## config.mk

```make
export PLATFORM = sky130hd
export DESIGN_NAME = amp_access_check
export DESIGN_NICKNAME = d
export VERILOG_FILES = /design/src/verilog/amp_pkg.sv /design/src/verilog/amp_access_check.sv /design/src/verilog/amp_page_map.sv /design/src/verilog/amp_stack_sel.sv
export SDC_FILE = /design/constraint.sdc
export NUM_CORES = 2
export LEC_CHECK = 0
export BUFFER_PORTS_ARGS = -buffer_cell sky130_fd_sc_hd__buf_2
export CAP_MARGIN = 20
export CORE_MARGIN = 8
export CORE_UTILIZATION = 51
export CTS_CLUSTER_SIZE = 30
export DETAILED_ROUTE_END_ITERATION = 10
export HOLD_SLACK_MARGIN = 0.02
export PLACE_DENSITY = 0.67
export SLEW_MARGIN = 20
export SYNTH_ARGS = -nofsm -noshare
export SYNTH_HDL_FRONTEND = slang
export SYNTH_SLANG_ARGS = --single-unit
```

## constraint.sdc

```tcl
create_clock -name clk_sys -period 4.9 [get_ports clk_sys]
set_input_delay 0.245 -clock clk_sys [delete_from_list [all_inputs] [get_ports clk_sys]]
set_output_delay 0.245 -clock clk_sys [all_outputs]
set_load 0.02 [all_outputs]
```

## src/verilog/amp_pkg.sv

```systemverilog
package amp_pkg;

   // ************************************************************
   // Widths and layout
   // ************************************************************
   localparam int AMP_PAGES     = 8;
   localparam int AMP_PAGE_W    = 3;
   localparam int AMP_VA_W      = 16;
   localparam int AMP_PA_W      = 22;
   localparam int AMP_REL_W     = 16;
   localparam int AMP_ACC_W     = 2;
   localparam int AMP_PAGE_LSB  = 13;
   localparam int AMP_OFF_W     = 13;
   localparam int AMP_REL_SHIFT = 6;
   localparam int AMP_CUR_HI    = 15;
   localparam int AMP_CUR_LO    = 14;
   localparam int AMP_PRV_HI    = 13;
   localparam int AMP_PRV_LO    = 12;
   localparam int AMP_PRI_HI    = 7;
   localparam int AMP_PRI_LO    = 5;
   localparam int AMP_MODES     = 4;

   localparam logic [15:0] AMP_PSW_RST = 16'h0000;
   localparam logic [15:0] AMP_SP_RST  = 16'h0000;
   localparam logic [15:0] AMP_SP_STEP = 16'h0002;

   // ************************************************************
   // Types
   // ************************************************************
   typedef enum logic [1:0]
   {
      AMP_MODE_KERNEL = 2'b00,
      AMP_MODE_SUPER  = 2'b01,
      AMP_MODE_ILLEG  = 2'b10,
      AMP_MODE_USER   = 2'b11
   } amp_mode_t;

   typedef enum logic [1:0]
   {
      AMP_ACC_NONRES = 2'b00,
      AMP_ACC_RO     = 2'b01,
      AMP_ACC_RSVD   = 2'b10,
      AMP_ACC_RW     = 2'b11
   } amp_acc_t;

   typedef enum logic [2:0]
   {
      AMP_OP_NONE    = 3'b000,
      AMP_OP_HALT    = 3'b001,
      AMP_OP_RESET   = 3'b010,
      AMP_OP_SET_PRI = 3'b011,
      AMP_OP_PSW     = 3'b100
   } amp_op_t;

   typedef enum logic [1:0]
   {
      AMP_XF_IDLE  = 2'b00,
      AMP_XF_FETCH = 2'b01,
      AMP_XF_READ  = 2'b10,
      AMP_XF_WRITE = 2'b11
   } amp_xfer_t;

endpackage : amp_pkg

```

## src/verilog/amp_access_check.sv

```systemverilog
module amp_access_check
   import amp_pkg::*;
(
   // Clock and reset
   input  wire logic                      clk_sys,
   input  wire logic                      resetn,
   // Map setup
   input  wire logic                      map_load,
   input  wire logic                      map_ispace,
   input  wire amp_pkg::amp_mode_t        map_mode,
   input  wire logic [AMP_PAGE_W-1:0]     map_page,
   input  wire logic [AMP_REL_W-1:0]      map_rel,
   input  wire amp_pkg::amp_acc_t         map_acc,
   // Transfer request
   input  wire amp_pkg::amp_xfer_t        xfer_type,
   input  wire logic [AMP_VA_W-1:0]       xfer_va,
   // Transfer answer
   output logic                           xfer_ok,
   output logic                           xfer_abort,
   output logic [AMP_PA_W-1:0]            xfer_pa,
   output logic                           xfer_ispace,
   // Privileged instruction request
   input  wire amp_pkg::amp_op_t          op,
   input  wire logic [15:0]               op_data,
   // Privileged effects
   output logic                           halt_stop,
   output logic                           halt_trap,
   output logic                           io_reset,
   output logic [15:0]                    processor_status_word,
   // Stack linkage
   input  wire logic                      stk_push,
   input  wire logic                      stk_pop,
   input  wire logic                      stk_load,
   input  wire logic [15:0]               stk_wdata,
   output logic [15:0]                    stk_ptr,
   // Mode view
   output logic [1:0]                     cur_mode,
   output logic [1:0]                     prev_mode
);
   import amp_pkg::*;

   // ************************************************************
   // Mode decode
   // ************************************************************
   logic [15:0] psw_q;
   logic [15:0] psw_d;
   amp_mode_t   mode_cur;
   amp_mode_t   mode_prv;

   assign mode_cur = amp_mode_t'(psw_q[AMP_CUR_HI:AMP_CUR_LO]);
   assign mode_prv = amp_mode_t'(psw_q[AMP_PRV_HI:AMP_PRV_LO]);

   // ************************************************************
   // Maps: one I and one D map per mode
   // ************************************************************
   logic [AMP_PAGE_W-1:0] look_page;
   logic [AMP_REL_W-1:0]  rel_i [AMP_MODES];
   logic [AMP_REL_W-1:0]  rel_dm [AMP_MODES];
   amp_acc_t              acc_i [AMP_MODES];
   amp_acc_t              acc_dm [AMP_MODES];
   logic [AMP_MODES-1:0]  load_imap;
   logic [AMP_MODES-1:0]  load_dmap;

   assign look_page = xfer_va[AMP_VA_W-1:AMP_PAGE_LSB];

   // Separate I and D loads keep the two maps independent
   genvar g;
   generate
      for (g = 0; g < AMP_MODES; g++)
      begin : g_map
         // Only the addressed space of the addressed mode takes the entry
         assign load_imap[g] = map_load && map_ispace && (map_mode == amp_mode_t'(g));
         assign load_dmap[g] = map_load && !map_ispace && (map_mode == amp_mode_t'(g));

         amp_page_map u_imap
         (
            .clk_sys   (clk_sys),
            .resetn    (resetn),
            .load      (load_imap[g]),
            .load_page (map_page),
            .load_rel  (map_rel),
            .load_acc  (map_acc),
            .look_page (look_page),
            .look_rel  (rel_i[g]),
            .look_acc  (acc_i[g])
         );

         amp_page_map u_dmap
         (
            .clk_sys   (clk_sys),
            .resetn    (resetn),
            .load      (load_dmap[g]),
            .load_page (map_page),
            .load_rel  (map_rel),
            .load_acc  (map_acc),
            .look_page (look_page),
            .look_rel  (rel_dm[g]),
            .look_acc  (acc_dm[g])
         );
      end
   endgenerate

   // ************************************************************
   // Access check
   // ************************************************************
   logic                  use_i;
   logic [AMP_REL_W-1:0]  sel_rel;
   amp_acc_t              sel_acc;
   logic                  deny;
   logic [AMP_PA_W-1:0]   pa_calc;

   logic                  ok_q;
   logic                  ok_d;
   logic                  ab_q;
   logic                  ab_d;
   logic [AMP_PA_W-1:0]   pa_q;
   logic [AMP_PA_W-1:0]   pa_d;
   logic                  isp_q;
   logic                  isp_d;

   always_comb
   begin
      use_i   = (xfer_type == AMP_XF_FETCH);
      sel_rel = use_i ? rel_i[mode_cur] : rel_dm[mode_cur];
      sel_acc = use_i ? acc_i[mode_cur] : acc_dm[mode_cur];
      // Execute-only needs no code: data never looks in the I map
      unique case (sel_acc)
         AMP_ACC_RW:     deny = 1'b0;
         AMP_ACC_RO:     deny = (xfer_type == AMP_XF_WRITE);
         AMP_ACC_NONRES: deny = 1'b1;
         AMP_ACC_RSVD:   deny = 1'b1;
      endcase
      pa_calc = AMP_PA_W'({sel_rel, {AMP_REL_SHIFT{1'b0}}})
              + AMP_PA_W'(xfer_va[AMP_OFF_W-1:0]);
      ok_d  = 1'b0;
      ab_d  = 1'b0;
      pa_d  = pa_q;
      isp_d = isp_q;
      if (xfer_type != AMP_XF_IDLE)
      begin
         // Abort carries no address so memory is never touched
         ok_d  = !deny;
         ab_d  = deny;
         pa_d  = deny ? '0 : pa_calc;
         isp_d = use_i;
      end
   end

   always_ff @(posedge clk_sys or negedge resetn)
   begin
      if (!resetn)
      begin
         ok_q  <= 1'b0;
         ab_q  <= 1'b0;
         pa_q  <= '0;
         isp_q <= 1'b0;
      end
      else
      begin
         ok_q  <= ok_d;
         ab_q  <= ab_d;
         pa_q  <= pa_d;
         isp_q <= isp_d;
      end
   end

   assign xfer_ok     = ok_q;
   assign xfer_abort  = ab_q;
   assign xfer_pa     = pa_q;
   assign xfer_ispace = isp_q;

   // ************************************************************
   // Privileged instructions
   // ************************************************************
   logic kernel;
   logic stop_q;
   logic stop_d;
   logic trap_q;
   logic trap_d;
   logic iorst_q;
   logic iorst_d;

   assign kernel = (mode_cur == AMP_MODE_KERNEL);

   always_comb
   begin
      psw_d   = psw_q;
      stop_d  = 1'b0;
      trap_d  = 1'b0;
      iorst_d = 1'b0;
      unique case (op)
         AMP_OP_HALT:
         begin
            stop_d = kernel;
            trap_d = !kernel;
         end
         AMP_OP_RESET:
            iorst_d = kernel;
         AMP_OP_SET_PRI:
            if (kernel)
               psw_d[AMP_PRI_HI:AMP_PRI_LO] = op_data[AMP_PRI_HI:AMP_PRI_LO];
         AMP_OP_PSW:
            if (kernel)
               psw_d = op_data;
         default:
            psw_d = psw_q;
      endcase
   end

   always_ff @(posedge clk_sys or negedge resetn)
   begin
      if (!resetn)
      begin
         psw_q   <= AMP_PSW_RST;
         stop_q  <= 1'b0;
         trap_q  <= 1'b0;
         iorst_q <= 1'b0;
      end
      else
      begin
         psw_q   <= psw_d;
         stop_q  <= stop_d;
         trap_q  <= trap_d;
         iorst_q <= iorst_d;
      end
   end

   assign halt_stop             = stop_q;
   assign halt_trap             = trap_q;
   assign io_reset              = iorst_q;
   assign processor_status_word = psw_q;

   // ************************************************************
   // Stack: pushes, pops and loads all use the current mode's pointer
   // ************************************************************
   logic [15:0] sp_cur;
   logic [15:0] sp_q;
   logic [15:0] sp_d;

   amp_stack_sel u_stack
   (
      .clk_sys  (clk_sys),
      .resetn   (resetn),
      .mode     (mode_cur),
      .push     (stk_push),
      .pop      (stk_pop),
      .sp_load  (stk_load),
      .sp_wdata (stk_wdata),
      .sp_cur   (sp_cur)
   );

   // Registered copy lags the live pointer by one cycle, so the
   // pointer output comes from a flop like every other output
   always_comb
   begin
      sp_d = sp_cur;
   end

   always_ff @(posedge clk_sys or negedge resetn)
   begin
      if (!resetn)
         sp_q <= AMP_SP_RST;
      else
         sp_q <= sp_d;
   end

   assign stk_ptr   = sp_q;
   assign cur_mode  = psw_q[AMP_CUR_HI:AMP_CUR_LO];
   assign prev_mode = psw_q[AMP_PRV_HI:AMP_PRV_LO];

endmodule : amp_access_check

```

## src/verilog/amp_page_map.sv

```systemverilog
// One address space map: per page relocation and access code
module amp_page_map
   import amp_pkg::*;
(
   // Clock and reset
   input  wire logic                      clk_sys,
   input  wire logic                      resetn,
   // Load port
   input  wire logic                      load,
   input  wire logic [AMP_PAGE_W-1:0]     load_page,
   input  wire logic [AMP_REL_W-1:0]      load_rel,
   input  wire amp_pkg::amp_acc_t         load_acc,
   // Lookup
   input  wire logic [AMP_PAGE_W-1:0]     look_page,
   output logic      [AMP_REL_W-1:0]      look_rel,
   output amp_pkg::amp_acc_t              look_acc
);
   import amp_pkg::*;

   logic     [AMP_REL_W-1:0] rel_q [AMP_PAGES];
   amp_acc_t                 acc_q [AMP_PAGES];
   logic     [AMP_REL_W-1:0] rel_d [AMP_PAGES];
   amp_acc_t                 acc_d [AMP_PAGES];

   // Access code sits beside relocation in each page register
   genvar g;
   generate
      for (g = 0; g < AMP_PAGES; g++)
      begin : g_page
         always_comb
         begin
            rel_d[g] = rel_q[g];
            acc_d[g] = acc_q[g];
            if (load && (load_page == AMP_PAGE_W'(g)))
            begin
               rel_d[g] = load_rel;
               acc_d[g] = load_acc;
            end
         end

         // Pages come up non-resident so nothing maps before setup
         always_ff @(posedge clk_sys or negedge resetn)
         begin
            if (!resetn)
            begin
               rel_q[g] <= '0;
               acc_q[g] <= AMP_ACC_NONRES;
            end
            else
            begin
               rel_q[g] <= rel_d[g];
               acc_q[g] <= acc_d[g];
            end
         end
      end
   endgenerate

   assign look_rel = rel_q[look_page];
   assign look_acc = acc_q[look_page];

endmodule : amp_page_map

```

## src/verilog/amp_stack_sel.sv

```systemverilog
// Per mode stack pointers with push and pop
module amp_stack_sel
   import amp_pkg::*;
(
   // Clock and reset
   input  wire logic                      clk_sys,
   input  wire logic                      resetn,
   // Control
   input  wire amp_pkg::amp_mode_t        mode,
   input  wire logic                      push,
   input  wire logic                      pop,
   input  wire logic                      sp_load,
   input  wire logic [15:0]               sp_wdata,
   // Active pointer
   output logic      [15:0]               sp_cur
);
   import amp_pkg::*;

   logic [15:0] sp_q [AMP_MODES];
   logic [15:0] sp_d [AMP_MODES];

   genvar g;
   generate
      for (g = 0; g < AMP_MODES; g++)
      begin : g_sp
         always_comb
         begin
            sp_d[g] = sp_q[g];
            if (mode == amp_mode_t'(g))
            begin
               // Stack grows down; pointer always names the newest entry
               if (sp_load)
                  sp_d[g] = sp_wdata;
               else if (push && !pop)
                  sp_d[g] = sp_q[g] - AMP_SP_STEP;
               else if (pop && !push)
                  sp_d[g] = sp_q[g] + AMP_SP_STEP;
            end
         end

         always_ff @(posedge clk_sys or negedge resetn)
         begin
            if (!resetn)
               sp_q[g] <= AMP_SP_RST;
            else
               sp_q[g] <= sp_d[g];
         end
      end
   endgenerate

   assign sp_cur = sp_q[mode];

endmodule : amp_stack_sel

```

### Word-level counts from Yosys, hierarchy flattened

Cells that the tools add are included.
W data, S select, Z words.

* flip-flop bits (word level): 1276
* bits in latches: 0
* output and inout port bits: 64
* bits of input ports: 83
* logic and storage cells: 361
* memory bits (read-only): 0
* memory bits (writable): 0
* memories: 0

* $mul: 0
* mux-type cells: 87
* equality and inequality tests: 24
* add/sub/neg operators: 9
* shift operators: 0
* bitwise gates (word level): 2
* reductions and logical operators: 95
* $lt $le $gt $ge: 2
* div/mod/pow operators: 0

Operator list (count)
* $mux W16: 35
* $bmux W16 S3: 8
* $bmux W16 S2: 3
* $logic_and A1 B1 Y1: 76
* $add A16 B2 Y16 const B: 4
* $sub A16 B2 Y16 const B: 4
* $bmux W2 S3: 8
* $mux W2: 21
* $add A22 B13 Y22: 1
* $mux W22: 1
* $eq A3 B3 Y1 const B: 5
* $eq A2 B2 Y1 const B: 7
* $eq A3 B2 Y1 const B: 4
* $reduce_and A2 Y1: 5
* $bmux W2 S2: 2
* $eq A2 B1 Y1 const B: 4
* $mux W8: 1
* $eq A3 B1 Y1 const B: 2
* $logic_not A2 Y1: 3
* $pmux W3 S2: 1
* $logic_not A1 Y1: 5
* $mux W1: 5
* $ge A4 B4 Y1 const B: 1
* $ne A2 B2 Y1 const B: 2
* 10 further kinds: 11

### Depth between registers and ports, before layout

* depth in word-level cells: 13
* depth in mapped cells: 22
* gate-level depth less buffers: 15

### Hierarchy

From an unflattened synthesis, not the netlist that was laid out.

* cell total of the unflattened synthesis: 4254
* area, all modules: 63458.4 µm²

Modules (own cells, without submodules)
* amp_page_map: area an instance 6575.1 µm², times used 8, cells an instance 375, seq. area each 3603.5 µm²
* amp_stack_sel: area an instance 7179.4 µm², times used 1, cells an instance 935, seq. area each 1601.5 µm²
* amp_access_check: area an instance 3678.5 µm², times used 1, cells an instance 319, seq. area each 1501.4 µm²

### Worst setup path after synthesis

Ideal clock, no wire load.

* path type: input to register
* start: input port xfer_va[13]
* end: register pa_q[20] (netlist: xfer_pa[20])
* path buffers: 7
* setup slack: 0.267 ns
* stages: 22
* arrival time: 4.567 ns
* setup time: 0.066 ns
* required time: 4.834 ns
* cells stage by stage: buf_6 > buf_8 > buf_8 > buf_4 > buf_4 > buf_4 > buf_2 > mux4_2 > mux2i_1 > o22ai_1 > nor3_1 > nor2_1 > ha_1 > fa_1 > a21o_1 > a21oi_1 > o21bai_1 > a21o_1 > a21oi_1 > nor4b_2 > a2111oi_1 > a221o_1

* word-level cells in the longest chain between the ends: 12
* elaborated cells on any way between the ends: 71
* those cells by class: add/sub (1); eq/ne (3); mux (64); bitwise (1); reduce/logical (2)

RTL lines
* from (decl): line amp_access_check.sv:16 `input wire logic [AMP_VA_W-1:0] xfer_va,`
* $not A3 Y4 (implied by the code) (*): line amp_page_map.sv:58, amp_page_map.sv:59
* branches (longest 10 deep; another with $add A22 B13 Y22)
* $mux W22 (*): line amp_access_check.sv:144 `pa_d = deny ? '0 : pa_calc;`
* to (signal assigned): line amp_access_check.sv:162 `pa_q <= pa_d;`
* to (decl): line amp_access_check.sv:116 `logic [AMP_PA_W-1:0] pa_q;`

Every way passes the cells marked *. The select of a mux whose other input is x is not followed.
A chain may end at the register's enable or synchronous reset.

### Worst setup path in the final report

* start: register psw_q[14] (netlist: processor_status_word[14])
* end: register pa_q[20] (netlist: xfer_pa[20])

* word-level cells in the longest chain between the ends: 9
* elaborated cells on any way between the ends: 23
* those cells by class: add/sub (1); eq/ne (3); mux (16); bitwise (1); reduce/logical (2)

RTL lines
* from (decl): line amp_access_check.sv:45 `logic [15:0] psw_q;`
* from (signal assigned): line amp_access_check.sv:221 `psw_q <= psw_d;`
* $not A2 Y3 (implied by the code) (*): line amp_access_check.sv:124, amp_access_check.sv:125
* branches (longest 7 deep; another with $add A22 B13 Y22)
* $mux W22 (*): line amp_access_check.sv:144

Marks and branches as above.

==> metrics.cfg <==
[timing]
hold_violations=0
fmax_ghz=0.230
timing.final.max_slew_violations=0
period_share_pct=88.7
slew-limit-headroom_pct=23.3
finalSetupViolCount=0
final.setup_skew_ns=0.0207
totalNegativeSetupSlack_ns=0
finalCriticalPeriod_ns=4.35
grt_setup_unrepaired=no
timing.hold.ws_ns=0.0823
tightest_pin_transition_ns=1.15
postLayoutSetupSlackWorst_ns=0.551

[floorplan]
io_pins=147
chipWidth_um=358
placeableCoreArea_sq_mm=0.116
number_of_cell_rows=125
dieHeight_um=358
initial_utilization_pct=51.3
die_area_sq_mm=0.128

[clocking]
htree_levels=4
clock-root-buffer=sky130_fd_sc_hd__clkbuf_16
cts.path.max_buffers=3
clk-insertion-delay-late_ns=0.74
post_cts_resized=0
cts_hold_buf=47
cts_inserted_buffers=134
cts.sink_count=1244
tritoncts=yes
cts_setup_buffers=0
cts.reportedPaths.clkPinSlew_ns=0.06

[grt]
grtUsageMet1_pct=36.3
globalRouteMet3Util_pct=5.31
global_route.usage.total_pct=26.3
number_of_antenna_violations_at_the_first_check_in_global_routing=7
grt_overflow=0
most_used_layer_global_route=met2
grt_use_met2_pct=41.9
grt_pass1_vias=38700
grt_start_max_net_pins=162
wire_length_of_the_first_global_routing_pass_um=254000

[route]
finalWirelength_um=167000
wl_per_cell_um=28.1
vias_per_cell=6.22
detailedRoute.firstPassIterationCount=5
routed-via-count=37100
drc_viols=0
dr.first_iter.drc_count=3126
postRouteAntennaNets=0

[synth]
yosys.cell_types.count=85
synth.yosys.seq_area_share_pct=52.3
synth-main-ff-cell=sky130_fd_sc_hd__dfrtp_1
synthesis.yosys.warnings=0
synth-seq-cells=1244
synthAdderAreaFrac_pct=1.41
largest_family_of_logic_cells_by_synthesized_area=multiplexers
postSynth.asyncResetShare_pct=100
netlist_area_sq_mm=0.0595
synth_enable_flop_cells=0
synthSimpleGateAreaFrac_pct=3.68
synthesized_area_fraction_occupied_by_ao_oa_aoi_and_oai_cells_pct=4.89
postSynthCellCount=4163
post_synthesis_xor_xnor_area_fraction_pct=0.750
synth.area.mux_share_pct=34.0
syn_nets=4310
synthesis.area_per_instance_sq_um=14.3

[pwr]
cellLeakagePower_nw=31.1
vdd_ir_drop_max_mv=0.273
powerDensity_mw_per_mm2=447

[status]
outcome=completed

[setup_path]
timing.critical_path.fanout_max=22
worst_r2r_startpoint=processor_status_word[14]
rr_worst_depth=16
timing.critical_path.slowest_cell_delay_ns=0.63
setup.worst_path.class=flop to flop
worstSetupEndpointType=flop
r2r_end=xfer_pa[20]
timing.critical_path.cells=nand2b_1, buf_4, o22ai_1, nor3_1, buf_4, nor2_1, ha_1, fa_1, a21o_1, a21oi_1, o21bai_1, a21o_1, a21oi_1, nor4b_2, a2111oi_1, a221o_1
crit_arrival_ns=5.03
startpoint_type=flop
worst-endpoint-required_ns=5.58
reg2reg_slack_ns=0.55
cpMaxStageDelayCell=sky130_fd_sc_hd__dfrtp_2

[layout]
post-route-util_pct=58.0
multi_input_area_sq_mm=0.0268
synthToLayoutAreaGrowth_pct=13.0
final.fill_count=9078
final-seq-area_sq_mm=0.0311
final_cell_mix=sky130_fd_sc_hd__dfrtp_1, sky130_fd_sc_hd__mux2_2, sky130_fd_sc_hd__mux4_2, sky130_fd_sc_hd__buf_4
final_layout_size_suffix_gt1_share_pct=45.3
design.final.nets=4475
final_design_area_no_fill_sq_mm=0.0673
final_common_cell=sky130_fd_sc_hd__dfrtp_1

[placed_design]
io_buffer_count=146
dpl_worst_slack_ns=0.372
placement.cell_area_sq_mm=0.0623
globalplace.congestion=0.848
detailed_place_hpwl_um=107000

[hold_path]
worst_hold_startpoint=xfer_va[6]
hold_path.class=input pin to flop
whs_path_depth=4
whs_endpoint=xfer_pa[6]

[job]
drv.max_cap_violation_count=0

[report_power, final]
group / internal, W / switching (W) / leakage [nW] / total, W
sequential: 0.0119 / 0.000973 / 16.4 / 0.0129
clock: 0.00605 / 0.00413 / 2.19 / 0.0102
combinational: 0.00320 / 0.00376 / 12.5 / 0.00696
[through the flow]
| stage | power (W) | std cells |
|---|---|---|
| 2_1_floorplan | 0.0175 | 4163 |
| 3_3_place_gp | 0.0198 | 5668 |
| 3_5_place_dp | 0.0200 | 5668 |
| 4_1_cts | 0.0302 | 5955 |
| 5_1_grt | 0.0314 | 5958 |
| 6_report | 0.0301 | 5959 |
[worst max path at each step]
stage	from	to	slack, ns
floorplan	xfer_va[13]	xfer_pa[20]	0.27
global placement	xfer_va[13]	xfer_pa[20]	0.40
detailed placement	xfer_va[13]	xfer_pa[20]	0.37
CTS	processor_status_word[14]	xfer_pa[20]	0.63
global route	processor_status_word[14]	xfer_pa[20]	0.41
finish	processor_status_word[14]	xfer_pa[20]	0.55
[layer usage]
| metal | wire length [um] | vias up | share of wire [%] |
|---|---|---|---|
| met2 | 78500 | 1138 | 47 |
| met3 | 11300 | 290 | 6.7 |
| met4 | 5270 | 2 | 3.1 |
| met5 | 7 | - | 0.0042 |
| li1 | - | 15800 | - |
| met1 | 72400 | 19900 | 43 |
[flip-flops by register name, summed over array words and instances (netlist names), 16 cells and up]
register,cells
processor_status_word,16
stk_ptr,16
u_stack.sp_q,64
g_map.u_dmap.acc_q,64
g_map.u_imap.acc_q,32
xfer_pa,22
g_map.u_imap.rel_q,512
g_map.u_dmap.rel_q,512
[cell type report]
type	count	share of cell area, %
flip-flops and latches	1244	46.3
multi-input cells	2536	39.8
clock buffers	215	6.15
repair buffers	376	4.25
well taps	1524	2.83
clock inverters	25	0.461
inverters	36	0.208
diodes	3	0.0112
[cells in the mapped netlist, drive strengths merged (11+ instances only)]
cell    instances  area, sq um
buf           101          741
xor2           23          201
and2           11         68.8
dfrtp        1244        31100
nand2b         19          119
xnor2          28          245
ha             59          738
o21bai         12         90.1
inv            36          135
nand2         131          492
a21o           17          128
a22oi          39          298
clkbuf        246          923
mux2i         134         1340
a211oi         13         97.6
nor3           42          226
mux4          259         5890
o31ai          20          155
o311ai         12          105
o22ai          30          188
nor2b          21          131
o211ai         21          168
o21ai          58          294
a21oi          98          490
a31oi          16          100
mux2         1154        13000
o21a           29          218
nand3          29          145
nor2          128          480
[worst max-delay path: cells and delay by family, from the launching register on]
family / cells / cell delay, ns
compound gates: 8 / 1.77
fa+ha+maj: 2 / 0.66
buf+inv: 2 / 0.59
flops: 1 / 0.63
simple gates: 4 / 0.62
[logic make-up (layout without fill, tap and decap cells)]
family | Yosys count | count (layout)
buffers and inverters | 383 | 652
adder cells (fa/ha/maj) | 64 | 64
XOR/XNOR | 51 | 51
flip-flops | 1244 | 1244
AO/OA/AOI/OAI | 424 | 424
AND/OR/NAND/NOR | 450 | 450
multiplexers | 1547 | 1547
other | 0 | 3
No activity file was read; power rests on OpenSTA's default activity.
